<file path="config.mk">
export PLATFORM = sky130hd
export DESIGN_NAME = sadc_core
export DESIGN_NICKNAME = d
export VERILOG_FILES = /design/src/rtl/sadc_pkg.sv /design/src/rtl/sadc_core.sv
export SDC_FILE = /design/constraint.sdc
export NUM_CORES = 1
export LEC_CHECK = 0
export BUFFER_PORTS_ARGS = -buffer_cell sky130_fd_sc_hd__buf_2
export CAP_MARGIN = 20
export CORE_MARGIN = 5
export CORE_UTILIZATION = 45
export CTS_CLUSTER_DIAMETER = 150
export DETAILED_ROUTE_END_ITERATION = 8
export SYNTH_ARGS = -nofsm -noshare
export SYNTH_HDL_FRONTEND = slang
export SYNTH_SLANG_ARGS = --single-unit
</file>
<file path="constraint.sdc">
create_clock -name clock_i -period 2.1 [get_ports clock_i]
set_input_delay 0 -clock clock_i [delete_from_list [all_inputs] [get_ports clock_i]]
set_output_delay 0 -clock clock_i [all_outputs]
set_load 0.03 [all_outputs]
</file>
<file path="src/rtl/sadc_pkg.sv">
/*
 * Constants for the converter sequencing and serial readout block.
 * Assumes a single 40 MHz system clock and no software-reachable registers.
 */
package sadc_pkg;
   localparam int          CLK_PERIOD_PS  = 25000;  // System clock period in picoseconds.
   localparam int          CONV_TIME_PS   = 1100000; // Longest conversion time, 1.1 us.
   // Longest time rounds down to whole cycles.
   localparam int          CONV_CYCLES    = CONV_TIME_PS / CLK_PERIOD_PS;
   localparam int          CNT_W          = 7;
   localparam logic [6:0]  CONV_LAST      = 7'(CONV_CYCLES - 1);
   localparam logic [6:0]  CNT_ZERO       = 7'h00;
   localparam int          DATA_W         = 16;
   localparam logic [15:0] ABORT_PATTERN  = 16'hFF00;
   localparam logic [15:0] RESULT_RESET   = 16'h0000;
   localparam int          MSB_IDX        = 15;
   localparam logic [1:0]  SYNC_RESET     = 2'h3;

   // Gray-coded converter states in the order sample, convert, wait, nap.
   typedef enum logic [1:0] {
      SADC_SAMPLE  = 2'b00,
      SADC_CONVERT = 2'b01,
      SADC_WAIT    = 2'b11,
      SADC_NAP     = 2'b10
   } sadc_state_e;
endpackage

</file>
<file path="src/rtl/sadc_core.sv">
/*
 * Conversion sequencer and serial result shifter of a 16-bit sampling converter.
 * Assumes the host drives convert start, chip select, frame sync and the serial
 * clock asynchronously to clock_i; the serial clock is sampled, not used as a clock.
 */
`timescale 1ns/1ps

module sadc_core
   import sadc_pkg::*;
(
   input  wire logic              clock_i,            // System clock, 40 MHz.
   input  wire logic              srst_i,             // Synchronous reset, active high.
   input  wire logic              convert_start_n_i,  // Convert start pin, active low.
   input  wire logic              chip_select_n_i,    // Chip select pin, active low.
   input  wire logic              frame_sync_in_i,    // Frame sync pin.
   input  wire logic              serial_clock_i,     // Serial read clock pin.
   input  wire logic [DATA_W-1:0] sample_code_i,      // Two's complement code from the array.
   output logic                   busy_o,             // High while converting.
   output logic                   nap_o,              // High while in the nap state.
   output logic                   serial_data_o,      // Serial data out.
   output logic                   serial_data_oe_n_o  // Low while serial data is driven.
);

   // Three-stage synchronisers; stages two and three are compared for a change.
   logic [2:0] cs_sync;
   logic [2:0] cv_sync;
   logic [2:0] fs_sync;
   logic [2:0] sk_sync;
   logic       cs_n;
   logic       cv_n;
   logic       fs;
   logic       sk;

   // All pin inputs enter through the same synchroniser chain.
   // Every stage resets to the idle level of its pin, so no false edge follows reset.
   always_ff @(posedge clock_i) begin
      if (srst_i) begin
         cs_sync <= 3'h7;
         cv_sync <= 3'h7;
         fs_sync <= 3'h7;
         sk_sync <= 3'h7;
      end else begin
         cs_sync <= {cs_sync[1:0], chip_select_n_i};
         cv_sync <= {cv_sync[1:0], convert_start_n_i};
         fs_sync <= {fs_sync[1:0], frame_sync_in_i};
         sk_sync <= {sk_sync[1:0], serial_clock_i};
      end
   end

   // A level changes only once stages two and three agree.
   always_ff @(posedge clock_i) begin
      if (srst_i) begin
         cs_n <= 1'b1;
         cv_n <= 1'b1;
         fs   <= 1'b1;
         sk   <= 1'b1;
      end else begin
         if (cs_sync[1] == cs_sync[2]) cs_n <= cs_sync[2];
         if (cv_sync[1] == cv_sync[2]) cv_n <= cv_sync[2];
         if (fs_sync[1] == fs_sync[2]) fs <= fs_sync[2];
         if (sk_sync[1] == sk_sync[2]) sk <= sk_sync[2];
      end
   end

   logic cs_q;
   logic fs_q;
   logic sk_q;
   logic qual_n;
   logic qual_q;

   // Qualified convert start follows convert start only while selected.
   always_ff @(posedge clock_i) begin
      if (srst_i) begin
         qual_n <= 1'b1;
         qual_q <= 1'b1;
         cs_q   <= 1'b1;
         fs_q   <= 1'b1;
         sk_q   <= 1'b1;
      end else begin
         if (!cs_n) qual_n <= cv_n;
         qual_q <= qual_n;
         cs_q   <= cs_n;
         fs_q   <= fs;
         sk_q   <= sk;
      end
   end

   logic qual_fall;
   logic sample_cmd;
   // The qualifier only moves while selected, so a convert-start edge made with
   // the select high is held off until the next select.
   assign qual_fall  = qual_q && !qual_n;
   // Sample start command is convert start high seen with chip select low.
   assign sample_cmd = !cs_n && cv_n;

   sadc_state_e      state;
   logic [CNT_W-1:0] conv_cnt;
   logic             conv_end;
   logic [DATA_W-1:0] result;
   logic             busy_fall;
   logic             busy_q;
   assign conv_end = (state == SADC_CONVERT) && (conv_cnt == CONV_LAST);

   // Converter sequencer.
   always_ff @(posedge clock_i) begin
      if (srst_i) begin
         state <= SADC_WAIT;
      end else begin
         case (state)
            SADC_SAMPLE: begin
               if (qual_fall) state <= SADC_CONVERT;
            end
            SADC_CONVERT: begin
               if (qual_fall) begin
                  state <= SADC_WAIT;
               end else if (conv_end && sample_cmd) begin
                  state <= SADC_SAMPLE;
               end else if (conv_end) begin
                  state <= qual_n ? SADC_WAIT : SADC_NAP;
               end
            end
            SADC_WAIT, SADC_NAP: begin
               if (sample_cmd) state <= SADC_SAMPLE;
            end
            default: state <= SADC_WAIT;
         endcase
      end
   end

   // Internal conversion timer; the count only runs while converting.
   always_ff @(posedge clock_i) begin
      if (srst_i || state != SADC_CONVERT) conv_cnt <= CNT_ZERO;
      else if (!conv_end) conv_cnt <= conv_cnt + 7'h01;
   end

   // Result store; a completed code replaces it at the busy fall.
   always_ff @(posedge clock_i) begin
      if (srst_i) begin
         result <= RESULT_RESET;
      end else if (state == SADC_CONVERT && qual_fall) begin
         result <= ABORT_PATTERN;
      end else if (conv_end) begin
         result <= sample_code_i;
      end
   end

   always_ff @(posedge clock_i) begin
      if (srst_i) begin
         busy_o <= 1'b0;
         nap_o  <= 1'b0;
      end else begin
         busy_o <= (state == SADC_CONVERT) && !conv_end && !qual_fall;
         nap_o  <= (state == SADC_NAP);
      end
   end

   // Busy delayed by one cycle; its fall is seen only after the result has
   // been replaced, so a reload never picks up the stale code.
   always_ff @(posedge clock_i) begin
      if (srst_i) begin
         busy_q <= 1'b0;
      end else begin
         busy_q <= busy_o;
      end
   end
   assign busy_fall = busy_q && !busy_o;

   logic [DATA_W-1:0] shreg;
   logic              armed;
   logic              fs_mode;
   logic              cs_fall;
   logic              fs_rise;
   logic              fs_fall;
   logic              sk_rise;
   logic              sk_fall;
   assign cs_fall = cs_q && !cs_n;
   assign fs_rise = !fs_q && fs && !cs_n;
   assign fs_fall = fs_q && !fs && !cs_n;
   assign sk_rise = !sk_q && sk;
   assign sk_fall = sk_q && !sk;

   // Readout shifter: data is loaded from the held result, so a read during a
   // conversion gives the previous sample. The result is read one cycle after
   // its update, which keeps the busy-fall reload aligned with the new code.
   always_ff @(posedge clock_i) begin
      if (srst_i) begin
         shreg   <= RESULT_RESET;
         armed   <= 1'b0;
         fs_mode <= 1'b0;
      end else if (cs_fall) begin
         shreg   <= result;
         armed   <= 1'b0;
         fs_mode <= !fs;
      end else if (fs_rise) begin
         shreg   <= result;
         armed   <= 1'b0;
         fs_mode <= 1'b1;
      end else if (busy_fall && fs && fs_mode && !cs_n) begin
         shreg <= result;
         armed <= 1'b0;
      end else if (!cs_n) begin
         // Arm on the first clock fall, after sync fall in sync mode.
         if (sk_fall && (!fs_mode || !fs)) armed <= 1'b1;
         if (sk_rise && armed) shreg <= {shreg[DATA_W-2:0], 1'b0};
      end
   end

   // Output stage; the pin floats whenever chip select is high.
   always_ff @(posedge clock_i) begin
      if (srst_i) begin
         serial_data_o      <= 1'b0;
         serial_data_oe_n_o <= 1'b1;
      end else begin
         serial_data_o      <= shreg[MSB_IDX];
         serial_data_oe_n_o <= cs_n;
      end
   end
endmodule

</file>
Word level (Yosys, flattened, before mapping)
Index checks and enable logic that the tools add are counted.
W data, S select, Z words.
{"block": "word_totals", "elab_cells": 95, "output_inout_bits": 4, "ff_bits": 68, "input_bits": 22}
{"block": "classes", "muxes": 16, "n_eq_ne": 13, "addsub": 1, "bitwise": 1, "n_reduce_logical": 40}
{"cell": "$mux W16", "count": 7}
{"cell": "$logic_and A1 B1 Y1", "count": 18}
{"cell": "$logic_not A1 Y1", "count": 10}
{"cell": "$mux W2", "count": 5}
{"cell": "$add A7 B1 Y7 const B", "count": 1}
{"cell": "$eq A7 B6 Y1 const B", "count": 1}
{"cell": "$pmux W2 S3", "count": 1}
{"cell": "$eq A1 B1 Y1", "count": 4}
{"cell": "$eq A2 B2 Y1 const B", "count": 2}
{"cell": "$ne A2 B2 Y1 const B", "count": 2}
{"cell": "$ne A4 B1 Y1 const B", "count": 1}
{"cell": "$ne A4 B3 Y1 const B", "count": 1}
{"cell": "$reduce_and A2 Y1", "count": 2}
{"cell": "$reduce_bool A2 Y1", "count": 2}
{"cell": "$reduce_bool A4 Y1", "count": 1}
{"cell": "$reduce_or A2 Y1", "count": 2}
{"cell": "$reduce_or A4 Y1", "count": 1}
{"cell": "$mux W1", "count": 3}
{"cell": "$reduce_and A3 Y1", "count": 1}
{"cell": "$eq A2 B1 Y1 const B", "count": 1}
{"cell": "$logic_not A2 Y1", "count": 1}
{"cell": "$logic_or A1 B1 Y1", "count": 2}
{"cell": "$ne A2 B1 Y1 const B", "count": 1}
{"cell": "$not A1 Y1", "count": 1}

Depth between registers and ports, before layout
Gate-level depths: netlist of the first run.
{"block": "logic_depth", "word_depth": 8, "depth_mapped": 5}

Least setup slack after synthesis of the first run
Ideal clock, no wire load.
{"block": "synth_timing", "kind": "register to register", "from": "register busy_o", "to": "register shreg[15]", "stages_incl_launch_ff": 6, "path_buffers": 2, "slack_ns": 0.411, "setup_ns": 0.119, "arrival_ns": 1.570, "synth_period_minus_slack_ns": 1.689, "cell_sequence": "dfxtp_1 and4b_4 or3_1 buf_2 buf_6 o221a_2"}
{"block": "synth_via", "elab_chain_len": 8, "elab_cells_between_ends": 11, "cone_classes": "1 x eq/ne; 3 x mux; 7 x reduce/logical"}
{"element": "start: declaration", "line": "sadc_core.sv:18", "source": "output logic busy_o,"}
{"element": "start signal: assignment", "line": "sadc_core.sv:152", "source": "busy_o <= (state == SADC_CONVERT) && !conv_end && !qual_fall;"}
{"element": "$logic_not A1 Y1 (*)", "line": "sadc_core.sv:166", "source": "assign busy_fall = busy_q && !busy_o;"}
{"element": "$logic_and A1 B1 Y1 (*)", "line": "sadc_core.sv:166"}
{"element": "$logic_and A1 B1 Y1 (*) (3 in a row)", "line": "sadc_core.sv:198", "source": "end else if (busy_fall && fs && fs_mode && !cs_n) begin"}
{"element": "$mux W16", "line": "sadc_core.sv:198"}
{"element": "$mux W16", "line": "sadc_core.sv:194", "source": "end else if (fs_rise) begin"}
{"element": "$mux W16", "line": "sadc_core.sv:190", "source": "end else if (cs_fall) begin"}
{"element": "end signal: assignment", "line": "sadc_core.sv:191", "source": "shreg <= result;"}
{"element": "end signal: assignment", "line": "sadc_core.sv:195", "source": "shreg <= result;"}
{"element": "end signal: assignment", "line": "sadc_core.sv:199", "source": "shreg <= result;"}
{"element": "end: declaration", "line": "sadc_core.sv:168", "source": "logic [DATA_W-1:0] shreg;"}
Mark *: on every way between the ends. The rest lies on a longest branch, timed or not.
A chain may end at the register's enable or synchronous reset.

Worst setup path in the final report of the first run
{"block": "layout_timing", "from": "register conv_cnt[2]", "to": "register result[9]"}
{"block": "layout_via", "elab_chain_len": 3}
{"element": "start: declaration", "line": "sadc_core.sv:97", "source": "logic [CNT_W-1:0] conv_cnt;"}
{"element": "start signal: assignment", "line": "sadc_core.sv:133", "source": "else if (!conv_end) conv_cnt <= conv_cnt + 7'h01;"}
{"element": "$eq A7 B6 Y1", "line": "sadc_core.sv:102", "source": "assign conv_end = (state == SADC_CONVERT) && (conv_cnt == CONV_LAST);"}
{"element": "$logic_and A1 B1 Y1", "line": "sadc_core.sv:102"}
{"element": "$reduce_bool A2 Y1 (no line)"}
{"element": "end signal: assignment", "line": "sadc_core.sv:143", "source": "result <= sample_code_i;"}
{"element": "end: declaration", "line": "sadc_core.sv:99", "source": "logic [DATA_W-1:0] result;"}
No other way between the ends.

==> flow_summary.toml, run 1 <==
[grt]
antenna_found_initial = 0
grt_pass1_wl_um = 10200
track_usage_pct = 16.6
first_global_vias = 2266
grt_max_degree = 39
grt-ovfl-total = 0

[placed_design]
port_buffers = 25
hpwl_um = 3580
gp_congestion = 0.772
place_area_sq_um = 3030
dp.cells = 384

[synthesis]
synth.area.mux_share_pct = 8.15
synth_area_per_cell_sq_um = 9.61
seq_area_frac_synth_pct = 48.2
synth_top_family_by_area = "compound AO/OA/AOI/OAI gates"
ys_warn_count = 0
synth-xor-area-share_pct = 0.620
netlist.area_leader.share_pct = 48.2
synthArstFlopShare_pct = 0
synth_fp_nets = 317
yosysTopAreaCell = "dfxtp_1"
synth-seq-cells = 68
synth_fa_ha_area_share_pct = 0.443
synth_cell_types = 40
synth_simple_gate_area_share_pct = 18.1
synth_top_flop_cell = "dfxtp_1"
yosys-top-cells-area = "dfxtp_1 48%, mux2i_1 8.1%, o221a_2 7.2%"
synth_compound_area_share_pct = 18.9
synth_edf_count = 0
synth_cells = 294
synth_area_sq_um = 2830

[clock_network]
clk_latency_ns = 0.34
clock-root-buffer = "clkbuf_8"
cts.path.max_buffers = 2
postCtsSetupRepairBufs = 0
cts_sinks = 68
clk_pin_slew_ns = 0.08
numCtsBuffers = 9
tritoncts = "done"
cts_max_level = 3

[timing]
grt_setup_unrepaired = "no"
tightest_slew_ns = 0.655
clock.fmax_ghz = 0.582
finalSetupViolations = 0
finalHoldViolCount = 0
tns_ns = 0
fin_crit_ns = 1.72
slew_headroom_pct = 56.3
maxSlewViolCount = 0
clock_skew_ns = 0.0101
fin_crit_sh_pct = 81.8

[hold_path]
holdPathStages = 3
hold_path_class = "in -> reg"

[flow_run]
maxCapViolCount = 0

[die]
die_y_um = 89.2
design.portCount = 26
die_w_um = 89.2
core_sq_um = 6030
initial_core_util_pct = 46.9
rows = 28
die_area_sq_um = 7960

[layout]
drive_above_1_share_pct = 25.5
final_cells = 420
design_area_sq_um = 3410
syn2layout_area_growth_pct = 20.8
nets = 363
n_antenna_cell = 0

[worst_setup_path]
cp_max_fo = 8
critical_path.startpoint_type = "flip-flop"
critPathArrivalTime_ns = 2.00
crit_type = "reg -> reg"
worstSetupEndpointType = "flip-flop"
worst-r2r-setup-slack_ns = 0.38
r2r_cells = 3
worstPathRequired_ns = 2.38

[route]
drt-wirelength-per-cell_um = 14.0
drc = 0
vias_per_cell = 5.35
wl_um = 5870
drt-initial-drc-count = 122
final_antenna_net_count = 0
dr.pass1.iters = 4
num_vias = 2246

[run_status]
outcome = "finished clean"

[power]
ir_worst_vdd_mv = 0.523
leakagePower_uw = 0.00126
power.density_nw_per_um2 = 702
flip-flops by register name, summed over array words and instances (netlist names), 2 cells and up:
name / count
sk_sync: 3
fs_sync: 3
conv_cnt: 7
cs_sync: 3
state: 2
cv_sync: 3
shreg: 16
result: 16
cells in the mapped netlist, types with 2 or more instances:
cell type / number
o21ai_0: 12
inv_1: 19
o221a_1: 5
nand4_1: 3
a21oi_1: 26
nor2b_1: 4
dfxtp_1: 68
mux2i_1: 23
buf_1: 4
nand2_1: 9
clkbuf_1: 8
nor2_1: 23
or2_2: 15
a211oi_1: 2
nor3b_1: 4
xor2_1: 2
buf_2: 6
nand2b_1: 2
nand3_1: 19
o221a_2: 18
or3_1: 3
cell families after synthesis:
family                   count (synthesis)
XOR/XNOR                                 2
AND/OR/NAND/NOR                         92
multiplexers                            23
flip-flops                              68
AO/OA/AOI/OAI                           70
buffers and inverters                   38
adder cells (fa/ha/maj)                  1
what timing repair did:
item / 4_1_cts / 5_1_grt
hold buffers: 20 / 0
gates resized for setup: 0 / 0
endpoints found under the hold margin: 20 / 0
cell usage in the layout, fill, tap and decap left out, drive strengths merged, types with 13 or more instances in the layout:
master / synthesis / layout
o21ai: 13 / 13
inv: 19 / 20
nor2: 24 / 24
dlygate4sd3: 0 / 20
mux2i: 23 / 23
dfxtp: 68 / 68
o221a: 23 / 23
nand3: 19 / 19
buf: 11 / 34
a21oi: 26 / 26
or2: 15 / 15
per-layer routing:
metal	global-route usage (%)	routed length, um	vias to the layer above	share of wire [%]
met5	0	0	-	0
met4	6.50	45	0	0.77
met3	5.44	252	6	4.3
met2	27.3	2790	45	48
met1	19.9	2780	1050	47
li1	-	-	1145	-
area by class of cell:
class / instances / area, sq um
inverters: 19 / 71.3
multi-input cells: 188 / 1310
fillers: 539 / 2610
repair buffers: 54 / 393
clock inverters: 5 / 35.0
clock buffers: 11 / 151
well taps: 75 / 93.8
flip-flops and latches: 68 / 1360
final timing paths:
path / start / endpoint
worst max-delay path: conv_cnt[2]$_SDFFE_PP0P_ / result[9]$_SDFFE_PP0P_
worst min-delay path: srst_i / serial_data_oe_n_o$_SDFF_PP1_
worst max register to register: conv_cnt[2]$_SDFFE_PP0P_ / result[9]$_SDFFE_PP0P_
worst min register to register: cs_sync[0]$_SDFF_PP1_ / cs_sync[1]$_SDFF_PP1_
power breakdown:
group | internal, uW | switching, uW
registers | 1300 | 4.82
logic | 54.3 | 39.7
clock network | 495 | 502
per-stage QoR:
step / utilization, % / hold slack (ns) / total power (uW) / setup slack (ns)
6_report: 56.6 / 0.0747 / 2400 / 0.381
3_3_place_gp: 50.2 / 0.183 / 1400 / 0.393
2_1_floorplan: - / 0.104 / 1370 / 0.411
4_1_cts: 56.6 / 0.0577 / 2430 / 0.368
5_1_grt: 56.6 / 0.0987 / 2490 / 0.279
3_5_place_dp: 50.2 / 0.185 / 1400 / 0.385
worst max-delay path, cell delays in order, from the launching register on:
cell and delay [ns]:
dfxtp_1 0.36, or4b_1 0.71, o21ai_4 0.36, o221a_1 0.23
Note: power is estimated with default switching activity, not from simulation.
==> run 2: changes to the inputs <==
Settings changed: ABC_AREA set to 1, PLACE_DENSITY set to 0.66.
Clock period 2.1 ns to 1.57 ns, I/O delays scaled along.
==> flow_summary.toml, run 2 <==
[synthesis]
synth_common_cells = "108 x nand2_1, 68 x dfxtp_1, 63 x nor2_1"
seq_area_frac_synth_pct = 48.9
synth_fa_ha_area_share_pct = 0.449
synth_most_common_cell = "nand2_1"
synth_cell_types = 27
synth_simple_gate_area_share_pct = 35.3
synth_compound_area_share_pct = 5.70
netlist.area_leader.share_pct = 48.9
yosys-top-cells-area = "dfxtp_1 49%, nand2_1 15%, nor2_1 8.5%"
synth-seq-cells = 68
yosysTopAreaCell = "dfxtp_1"
synth_area_per_cell_sq_um = 7.33
ys_warn_count = 0
synthArstFlopShare_pct = 0
synth-xor-area-share_pct = 1.26
synth_edf_count = 0
synth_top_family_by_area = "simple AND/OR/NAND/NOR gates"
synth_top_flop_cell = "dfxtp_1"
synth_cells = 380
synth.area.mux_share_pct = 0
synth_area_sq_um = 2790
synth_fp_nets = 403

[grt]
grt_pass1_wl_um = 9630
grt-ovfl-total = 0
grt_use_met1_pct = 18.1
track_usage_pct = 15.8
busiest_layer = "met2"
grt_use_met3_pct = 6.15
antenna_found_initial = 0
grt_max_degree = 32
grt_util_met2_pct = 26.9
first_global_vias = 2304

[hold_path]
hold_path_class = "in -> reg"

[flow_run]
maxCapViolCount = 0

[clock_network]
cts_max_level = 3
tritoncts = "done"
clk_latency_ns = 0.34
numCtsBuffers = 9
clock-root-buffer = "clkbuf_8"
clk_pin_slew_ns = 0.06
cts_sinks = 68
postCtsSetupRepairBufs = 0
cts.path.max_buffers = 2

[power]
leakagePower_uw = 0.00167
ir_worst_vdd_mv = 0.704
power.density_nw_per_um2 = 954

[worst_setup_path]
worstSetupEndpointType = "flip-flop"
worstPathRequired_ns = 1.83
cp_max_fo = 10
worst-r2r-setup-slack_ns = 0.16
critical_path.startpoint_type = "flip-flop"
critPathArrivalTime_ns = 1.67
crit_type = "reg -> reg"

[timing]
fin_crit_sh_pct = 89.7
finalSetupViolations = 0
maxSlewViolCount = 0
grt_setup_unrepaired = "no"
fin_crit_ns = 1.41
tightest_slew_ns = 0.304
tns_ns = 0
clock.fmax_ghz = 0.710
finalHoldViolCount = 0
clock_skew_ns = 0.00814
slew_headroom_pct = 79.7
holdWs_ns = 0.386

[route]
dr.pass1.iters = 4
vias_per_cell = 4.61
drt-initial-drc-count = 129
drc = 0
num_vias = 2366
wl_um = 5340
drt-wirelength-per-cell_um = 10.4
final_antenna_net_count = 0

[layout]
layout_common_cells = "107 x nand2_1, 67 x dfxtp_1, 61 x nor2_1"
layout_commonest_cell = "nand2_1"
num-fill-cells = 574
multi_input_area_sq_um = 1200
syn2layout_area_growth_pct = 23.0
drive_above_1_share_pct = 19.9
seq_area_sq_um = 1360
nets = 456
fin_util_pct = 57.5
n_antenna_cell = 0
largestRegisters = "result x16, shreg x16, conv_cnt x7"

[die]
initial_core_util_pct = 46.8
rows = 28
die_w_um = 88.7
die_area_sq_um = 7870
die_y_um = 88.7
core_sq_um = 5960
design.portCount = 26

[placed_design]
port_buffers = 25
gp_congestion = 0.811
hpwl_um = 3550

[run_status]
outcome = "finished clean"
## run 2: cells by family (layout without fill, tap and decap cells)
logic type / count (synthesis) / in the layout
AND/OR/NAND/NOR: 225 / 225
flip-flops: 68 / 68
buffers and inverters: 51 / 109
AO/OA/AOI/OAI: 31 / 31
XOR/XNOR: 4 / 4
adder cells (fa/ha/maj): 1 / 1
## run 2: what timing repair did
| action | 4_1_cts | 5_1_grt |
|---|---|---|
| resized for setup | 0 | 5 |
| endpoints found under the hold margin | 25 | 0 |
| endpoints found under the setup margin | 0 | 6 |
| hold buffers | 22 | 0 |
## run 2: stage by stage
step | setup WS (ns) | instances | instance area, sq um | power, uW
finish | 0.162 | 513 | 3430 | 3270
global route | 0.0214 | 513 | 3430 | 3410
CTS | 0.106 | 513 | 3420 | 3320
detailed placement | 0.124 | 475 | 2990 | 1860
global placement | 0.177 | 475 | 2990 | 1850
floorplan | 0.263 | 380 | 2790 | 1820
## run 2: path summary, 6_finish.rpt
check / start / end / cells after the start
max: conv_cnt[1]$_SDFFE_PP0P_ / result[0]$_SDFFE_PP0N_ / 8
min: chip_select_n_i / cs_sync[0]$_SDFF_PP1_ / 3
max reg2reg: conv_cnt[1]$_SDFFE_PP0P_ / result[0]$_SDFFE_PP0N_ / 8
min reg2reg: cs_sync[0]$_SDFF_PP1_ / cs_sync[1]$_SDFF_PP1_ / 1
## run 2: power by group
group / switching, uW / total, uW / internal [uW]
registers: 5.46 / 1740 / 1740
logic: 45.1 / 115 / 70.1
clock network: 620 / 1410 / 790
total: 671 / 3270 / 2600
## run 2: worst max-delay path, cell delays in order, from the launching register on
cell     delay [ns]
dfxtp_1        0.36
ha_2           0.20
nand2_1        0.06
nor2_2         0.13
nand3_2        0.11
inv_1          0.11
buf_4          0.17
nand2_1        0.07
a21oi_1        0.12
## run 2: routing by layer
metal,vias to the layer above,share of wire (%)
met2,39,49
met5,-,0
li1,1266,-
met1,1059,47
met4,0,0.66
met3,2,4.1
## run 2: cell type report
| type | count | area share [%] |
|---|---|---|
| Clock buffer | 14 | 5.62 |
| Clock inverter | 2 | 0.438 |
| Inverter | 38 | 4.20 |
| Multi-Input combinational cell | 261 | 35.0 |
| Sequential cell | 68 | 39.8 |
| Tap cell | 75 | 2.74 |
| Timing Repair Buffer | 55 | 12.2 |
